`src/design/fsrm_consts.vh`:
```
/*
  Constants for the floppy status, reset and mode control block.
  Assumes it is included by bare name from the design files.
*/
// What this block does
// - Bit 6: wrong kind of data mark seen
// - Bit 5: data field checksum failed
// - Bit 4: identifier track differs from internal
// - Bit 1: track mismatch and identifier equals FF
// - Bit 0: no data mark of either kind
// - Unused status bits read as zero
// - Drive status bits 5 and 3 read one
// - Drive status shows live drive lines
// - Three reset sources, all leave power-down
// - Pin reset aborts work and idles
// - Leaving reset clears settings, starts polling
// - Pin reset spares specify values
// - Pin reset sets control reset bit
// - Software resets clear core and FIFO
// - Rate reset self-clears; control reset dominates
// - Mode chosen by option bits 3 and 2
// - First mode: gated, density active high
// - Second mode: always enabled, density low
// - Third mode: gated, density active low
// - Specify enables DMA; request starts transfer
// - Single transfers unless option bit 1
// - FIFO disabled after any reset
// - Density high after pin reset only
// - Status bytes shown in result phase
`ifndef FSRM_CONSTS_VH
`define FSRM_CONSTS_VH
`define FSRM_S2_CM_BIT    6
`define FSRM_S2_DD_BIT    5
`define FSRM_S2_WT_BIT    4
`define FSRM_S2_BT_BIT    1
`define FSRM_S2_MD_BIT    0
`define FSRM_BAD_TRACK    8'hFF
`define FSRM_OCR_RST_BIT  2
`define FSRM_OCR_DMA_BIT  3
`define FSRM_OPT_BURST    1
`define FSRM_OPT_MODE_HI  3
`define FSRM_OPT_MODE_LO  2
`define FSRM_MODE_FIRST   2'h3
`define FSRM_MODE_SECOND  2'h2
`define FSRM_MODE_THIRD   2'h1
`define FSRM_SEL_S2       1'h0
`define FSRM_SEL_S3       1'h1
`endif

```
`src/design/fsrm_reset_ctrl.v`:
```
/*
  Reset source combiner for the controller core.
  Assumes register writes are one-cycle strobes.
*/
`timescale 1ns/100ps
`default_nettype none
`include "fsrm_consts.vh"
module fsrm_reset_ctrl
(
  // Clock and reset
  input  wire clk_i,
  input  wire rst_i,
  // Register writes
  input  wire ocr_wr_i,
  input  wire ocr_rst_i,
  input  wire rate_wr_i,
  input  wire rate_rst_i,
  // Reset state
  output wire ocr_rst_o,
  output wire core_rst_o,
  output wire leave_rst_o
);
  reg ocr_rst_r;
  reg rate_rst_r;
  reg core_rst_d_r;
  // Control bit holds until written clear; set by pin reset
  always @(posedge clk_i or posedge rst_i)
  begin
    if (rst_i)
    begin
      ocr_rst_r    <= 1'b1;
      rate_rst_r   <= 1'b0;
      core_rst_d_r <= 1'b1;
    end
    else
    begin
      if (ocr_wr_i)
        ocr_rst_r <= ocr_rst_i;
      rate_rst_r   <= rate_wr_i && rate_rst_i;
      core_rst_d_r <= core_rst_o;
    end
  end
  // Any source resets the core
  assign core_rst_o  = ocr_rst_r || rate_rst_r;
  assign ocr_rst_o   = ocr_rst_r;
  assign leave_rst_o = core_rst_d_r && !core_rst_o;
endmodule
`default_nettype wire

```
`src/design/fsrm_sector_status.v`:
```
/*
  Sector error status byte collector.
  Assumes event strobes are one-cycle pulses from the core sequencer.
*/
`timescale 1ns/100ps
`default_nettype none
`include "fsrm_consts.vh"
module fsrm_sector_status
(
  // Clock and reset
  input  wire       clk_i,
  input  wire       rst_i,
  input  wire       clr_i,
  // Events
  input  wire       cmd_start_i,
  input  wire       mark_seen_i,
  input  wire       mark_deleted_i,
  input  wire       read_deleted_i,
  input  wire       crc_fail_i,
  input  wire       id_seen_i,
  input  wire [7:0] id_track_i,
  input  wire [7:0] cur_track_i,
  input  wire       mark_missing_i,
  // Status byte
  output wire [7:0] status_o
);
  reg cm_r;
  reg dd_r;
  reg wt_r;
  reg bt_r;
  reg md_r;
  wire mism = id_seen_i && (id_track_i != cur_track_i);
  // Sticky flags, cleared at new command; an event in that cycle wins
  always @(posedge clk_i or posedge rst_i)
  begin
    if (rst_i)
    begin
      cm_r <= 1'b0;
      dd_r <= 1'b0;
      wt_r <= 1'b0;
      bt_r <= 1'b0;
      md_r <= 1'b0;
    end
    else
    begin
      cm_r <= (mark_seen_i && (mark_deleted_i != read_deleted_i)) ||
              (cm_r && !(clr_i || cmd_start_i));
      dd_r <= crc_fail_i || (dd_r && !(clr_i || cmd_start_i));
      wt_r <= mism || (wt_r && !(clr_i || cmd_start_i));
      bt_r <= (mism && id_track_i == `FSRM_BAD_TRACK) ||
              (bt_r && !(clr_i || cmd_start_i));
      md_r <= mark_missing_i || (md_r && !(clr_i || cmd_start_i));
    end
  end
  // Unused bits tied low
  assign status_o = {1'b0, cm_r, dd_r, wt_r, 2'b00, bt_r, md_r};
endmodule
`default_nettype wire

```
`src/design/fsrm_top.v`:
```
/*
  Floppy status, reset and interface mode control.
  Assumes synchronous drive lines and one-cycle command strobes from
  the core sequencer; host writes arrive as byte strobes.
*/
`timescale 1ns/100ps
`default_nettype none
`include "fsrm_consts.vh"
module fsrm_top
(
  // Clock and reset
  input  wire       clk_i,
  input  wire       rst_i,
  // Host register writes
  input  wire       ocr_wr_i,
  input  wire [7:0] ocr_wdata_i,
  input  wire       rate_wr_i,
  input  wire       rate_rst_bit_i,
  input  wire [7:0] option_cfg_i,
  // Command sequencer strobes
  input  wire       cmd_start_i,
  input  wire       specify_wr_i,
  input  wire       specify_dma_i,
  input  wire       configure_wr_i,
  input  wire       configure_fifo_en_i,
  input  wire       configure_poll_en_i,
  input  wire       result_rd_i,
  input  wire       result_sel_i,
  input  wire       hi_density_i,
  input  wire       xfer_req_i,
  input  wire       core_irq_i,
  // Sector events
  input  wire       mark_seen_i,
  input  wire       mark_deleted_i,
  input  wire       read_deleted_i,
  input  wire       crc_fail_i,
  input  wire       id_seen_i,
  input  wire [7:0] id_track_i,
  input  wire [7:0] cur_track_i,
  input  wire       mark_missing_i,
  // Drive lines
  input  wire       write_protect_i,
  input  wire       track_zero_input_i,
  input  wire       head_select_output_i,
  input  wire [1:0] drive_select_output_i,
  // Outputs
  output reg  [7:0] result_data_o,
  output wire       core_rst_o,
  output wire       power_down_exit_o,
  output reg        fifo_en_o,
  output reg        poll_en_o,
  output reg        dma_mode_o,
  output wire       burst_o,
  output wire       dma_req_o,
  output wire       irq_o,
  output reg        density_select_output_o,
  output wire [1:0] mode_o
);
  wire [7:0] s2;
  wire       leave_rst;
  wire       dma_gate;
  reg        ocr_dma_r;
  reg        density_nxt;

  fsrm_sector_status u_s2
  (
    .clk_i          (clk_i),
    .rst_i          (rst_i),
    .clr_i          (core_rst_o),
    .cmd_start_i    (cmd_start_i),
    .mark_seen_i    (mark_seen_i),
    .mark_deleted_i (mark_deleted_i),
    .read_deleted_i (read_deleted_i),
    .crc_fail_i     (crc_fail_i),
    .id_seen_i      (id_seen_i),
    .id_track_i     (id_track_i),
    .cur_track_i    (cur_track_i),
    .mark_missing_i (mark_missing_i),
    .status_o       (s2)
  );

  fsrm_reset_ctrl u_rst
  (
    .clk_i       (clk_i),
    .rst_i       (rst_i),
    .ocr_wr_i    (ocr_wr_i),
    .ocr_rst_i   (ocr_wdata_i[`FSRM_OCR_RST_BIT]),
    .rate_wr_i   (rate_wr_i),
    .rate_rst_i  (rate_rst_bit_i),
    .ocr_rst_o   (),
    .core_rst_o  (core_rst_o),
    .leave_rst_o (leave_rst)
  );

  // Any reset source wakes the core
  assign power_down_exit_o = rst_i || core_rst_o;
  assign mode_o  = option_cfg_i[`FSRM_OPT_MODE_HI:`FSRM_OPT_MODE_LO];
  assign burst_o = option_cfg_i[`FSRM_OPT_BURST];

  // Gate from control register DMA bit, ignored in second mode
  assign dma_gate = (mode_o == `FSRM_MODE_SECOND) ? 1'b1 : ocr_dma_r;
  assign dma_req_o = dma_mode_o && dma_gate && xfer_req_i && !core_rst_o;
  assign irq_o     = dma_gate && core_irq_i && !core_rst_o;

  // Control register DMA enable; pin reset only
  always @(posedge clk_i or posedge rst_i)
  begin
    if (rst_i)
      ocr_dma_r <= 1'b0;
    else if (ocr_wr_i)
      ocr_dma_r <= ocr_wdata_i[`FSRM_OCR_DMA_BIT];
  end

  // Specify values survive pin reset; only the command changes them
  always @(posedge clk_i)
  begin
    if (specify_wr_i)
      dma_mode_o <= specify_dma_i;
  end

  // Configure settings: cleared by any reset, polling restarts on exit
  always @(posedge clk_i or posedge rst_i)
  begin
    if (rst_i)
    begin
      fifo_en_o <= 1'b0;
      poll_en_o <= 1'b0;
    end
    else if (core_rst_o)
    begin
      fifo_en_o <= 1'b0;
      poll_en_o <= 1'b0;
    end
    else if (leave_rst)
    begin
      fifo_en_o <= 1'b0;
      poll_en_o <= 1'b1;
    end
    else if (configure_wr_i)
    begin
      fifo_en_o <= configure_fifo_en_i;
      poll_en_o <= configure_poll_en_i;
    end
  end

  // Density polarity by mode
  always @*
  begin
    density_nxt = hi_density_i;
    if (mode_o != `FSRM_MODE_FIRST)
      density_nxt = !hi_density_i;
  end

  // Density held through software resets
  always @(posedge clk_i or posedge rst_i)
  begin
    if (rst_i)
      density_select_output_o <= 1'b1;
    else if (!core_rst_o)
      density_select_output_o <= density_nxt;
  end

  // Result byte for the data register
  always @(posedge clk_i or posedge rst_i)
  begin
    if (rst_i)
      result_data_o <= 8'h00;
    else if (result_rd_i)
    begin
      if (result_sel_i == `FSRM_SEL_S2)
        result_data_o <= s2;
      else
        result_data_o <= {1'b0, write_protect_i, 1'b1, track_zero_input_i,
                          1'b1, head_select_output_i,
                          drive_select_output_i};
    end
  end
endmodule
`default_nettype wire

```
`config.mk`:
```
export PLATFORM = sky130hd
export DESIGN_NAME = fsrm_top
export DESIGN_NICKNAME = d
export VERILOG_FILES = /design/src/design/fsrm_reset_ctrl.v /design/src/design/fsrm_sector_status.v /design/src/design/fsrm_top.v
export VERILOG_INCLUDE_DIRS = /design/src /design/src/design
export SDC_FILE = /design/constraint.sdc
export NUM_CORES = 1
export LEC_CHECK = 0
export ABC_CLOCK_PERIOD_IN_PS = 1490
export BUFFER_PORTS_ARGS = -buffer_cell sky130_fd_sc_hd__buf_2
export CAP_MARGIN = 20
export CORE_ASPECT_RATIO = 1.5
export CORE_MARGIN = 2
export CORE_UTILIZATION = 25
export CTS_CLUSTER_SIZE = 30
export DETAILED_ROUTE_END_ITERATION = 10
export RECOVER_POWER = 50
export SLEW_MARGIN = 40
export SYNTH_ARGS = -nofsm -noshare
export SYNTH_HDL_FRONTEND = slang
export SYNTH_SLANG_ARGS = --single-unit
```
`constraint.sdc`:
```
create_clock -name clk_i -period 1.49 [get_ports clk_i]
set_input_delay 0.298 -clock clk_i [delete_from_list [all_inputs] [get_ports clk_i]]
set_output_delay 0.298 -clock clk_i [all_outputs]
set_load 0.05 [all_outputs]
```
==> impl_metrics.env <==
export IMPL_grt_max_degree=20
export IMPL_avgSynthCellArea_um2=10.78
export IMPL_grt_setup_unrepaired="true"
export IMPL_syn_instance_count=89
export IMPL_antenna_cells=0
export IMPL_postLayoutCellArea_um2=1390
export IMPL_netlist_top_cells_area="dfrtp_1, dfstp_2, xor2_1"
export IMPL_root_buffer="clkbuf_8"
export IMPL_core_area_um2=3682
export IMPL_peakVddDrop_mv=0.4514
export IMPL_drc=0
export IMPL_placed_area_um2=1303
export IMPL_drt_iter0_drc=18
export IMPL_antenna_found_initial=0
export IMPL_cts_buffers=3
export IMPL_cts_tree="built"
export IMPL_powerDensity_nw_per_um2=1033
export IMPL_worstSetupPathType="register to primary output"
export IMPL_drive_gt1_share_pct=53.64
export IMPL_place_gp_congestion=0.6620
export IMPL_mostFrequentLayoutCell="buf_2"
export IMPL_timing_hold_violations_final=0
export IMPL_clkLatencyLatePin_ns=0.25
export IMPL_synth_area_um2=959.7
export IMPL_clk_pin_slew_ns=0.07
export IMPL_post_cts_buffers=0
export IMPL_vias_per_cell=4.376
export IMPL_min_path_type="primary input to register"
export IMPL_min_period_ns=1.450
export IMPL_area_growth_pct=44.85
export IMPL_dr_pass1_iters=2
export IMPL_drv_slew=0
export IMPL_fin_crit_sh_pct=97.30
export IMPL_final_util_pct=37.75
export IMPL_wire_per_inst_um=11.43
export IMPL_wirelength_um=2218
export IMPL_synth_nets=148
export IMPL_nNetsFinal=211
export IMPL_dp_cells=190
export IMPL_yosysUniqueCellTypes=27
export IMPL_cp_max_fo=3
export IMPL_grt_pass1_wl_um=3677
export IMPL_final_setup_viol_count=0
export IMPL_cts_sinks=20
export IMPL_clock_fmax_mhz=689.7
export IMPL_critPathLaunchType="register"
export IMPL_cts_max_level=1
export IMPL_synth_top_area_share_pct=41.72
export IMPL_fp_dieH_um=79.88
export IMPL_dieWidth_um=54.59
export IMPL_yosysSeqAreaShare_pct=53.06
export IMPL_synth_seq_cells=20
export IMPL_track_usage_pct=11.45
export IMPL_nFillCells=364
export IMPL_clockBufferDepth=2
export IMPL_crit_path_end_kind="primary output"
export IMPL_crit_arrival_ns=1.15
export IMPL_drv_cap=0
export IMPL_crit_required_ns=1.19
export IMPL_io_pins=78
export IMPL_first_global_vias=904
export IMPL_yosysWarningCount=0
export IMPL_power_leakage_nw=0.7032
export IMPL_finClkSkew_ns=0.001142
export IMPL_rows=27
export IMPL_yosys_area_top_type="dfrtp_1"
export IMPL_die_area_um2=4360
export IMPL_tightestPinTransition_ns=1.048
export IMPL_overflow=0
export IMPL_vias=849
export IMPL_status="finished, final reports clean"
export IMPL_io_buffers=63
export IMPL_start_util_pct=26.06
export IMPL_max_slew_margin_rel_pct=30.14
export IMPL_stdcell_count=194
export IMPL_ant_nets=0
export IMPL_final_cell_mix="buf_2, dfrtp_1, nor2_1, xor2_1"
## cell type report
type,instances,area [um^2],area share [%]
clock buffer,4,55.05,3.960
tap,43,53.80,3.870
timing repair buffer,64,344.1,24.75
sequential,20,509.2,36.63
inverter,4,15.01,1.080
multi-input combinational,59,412.9,29.70
## what timing repair did
item,4_1_cts,5_1_grt
endpoints found under the setup margin,3,3
hold buffers,0,0
gates resized for setup,9,3
cloned,0,0
pin swaps,1,0
## routing by layer
layer  up-vias  track usage, %  part of all wire (%)
met5         -               0                     0
met4         0           5.250                  0.77
met3         2           3.184                    11
met2        52           21.43                    54
met1       372           10.58                    34
li1        423               -                     -
## metrics by stage
stage / power [W] / TNS [ns] / setup slack, ns / hold slack [ns]
3_3_place_gp: 0.001018 / 0 / 0.05732 / 0.3592
6_report: 0.001436 / 0 / 0.04019 / 0.2163
3_5_place_dp: 0.001028 / 0 / 0.03599 / 0.3637
2_1_floorplan: 0.0009055 / 0 / 0.01552 / 0.2552
4_1_cts: 0.001461 / 0 / 0.005453 / 0.07981
5_1_grt: 0.001518 / -0.03009 / -0.02283 / 0.2027
## flip-flops by register name (all words and copies together), names as in the netlist
name / flops
density_select_output_o: 1
dma_mode_o: 1
fifo_en_o: 1
ocr_dma_r: 1
poll_en_o: 1
result_data_o: 7
u_rst.core_rst_d_r: 1
u_rst.ocr_rst_o: 1
u_rst.rate_rst_r: 1
u_s2.bt_r: 1
u_s2.cm_r: 1
u_s2.dd_r: 1
u_s2.md_r: 1
u_s2.wt_r: 1
## critical path, stage by stage (launching register included)
cell and delay (ns):
dfstp_2 0.39, nor2_4 0.13, o21ai_2 0.09, nor2_2 0.13, buf_6 0.17
## cell usage after synthesis, drive strengths merged
library cell / n
a211oi: 1
a21o: 2
a21oi: 5
a22o: 2
a32o: 1
and2: 1
buf: 5
clkbuf: 1
conb: 1
dfrtp: 16
dfstp: 3
edfxtp: 1
inv: 4
mux2: 3
mux2i: 5
nand2: 5
nand3: 1
nand4: 2
nor2: 12
nor2b: 2
nor3: 1
nor4: 2
o21ai: 3
xnor2: 1
xor2: 9
## worst paths after layout
path,slack (ns),startpoint,to,depth (start not counted)
min reg2reg,0.48,u_s2.md_r,u_s2.md_r,1
max in group asynchronous,0.49,rst_i,result_data_o[6],3
max,0.04,u_rst.ocr_rst_o,dma_req_o,4
min in group asynchronous,0.37,rst_i,result_data_o[4],3
max reg2reg,0.27,u_rst.ocr_rst_o,u_s2.wt_r,4
min,0.22,mark_missing_i,u_s2.md_r,2
## power by group
group          total, W  internal (W)  leakage, nW  switching (W)
clock network  0.000408      0.000235       0.0288       0.000173
registers      0.000628      0.000603        0.233      0.0000250
logic          0.000399      0.000136        0.441       0.000263
total           0.00144      0.000974        0.703       0.000461
## cells by family (layout without fill, tap and decap cells)
family / count (synthesis) / after routing / synth area share [%]
mux: 8 / 8 / 8.735
compound gates: 14 / 14 / 9.517
flops: 20 / 20 / 53.06
xor+xnor: 10 / 10 / 9.127
other cells: 1 / 1 / 0.3908
buf+inv: 10 / 72 / 5.605
simple gates: 26 / 26 / 13.56
(Power assumes the default switching activity.)
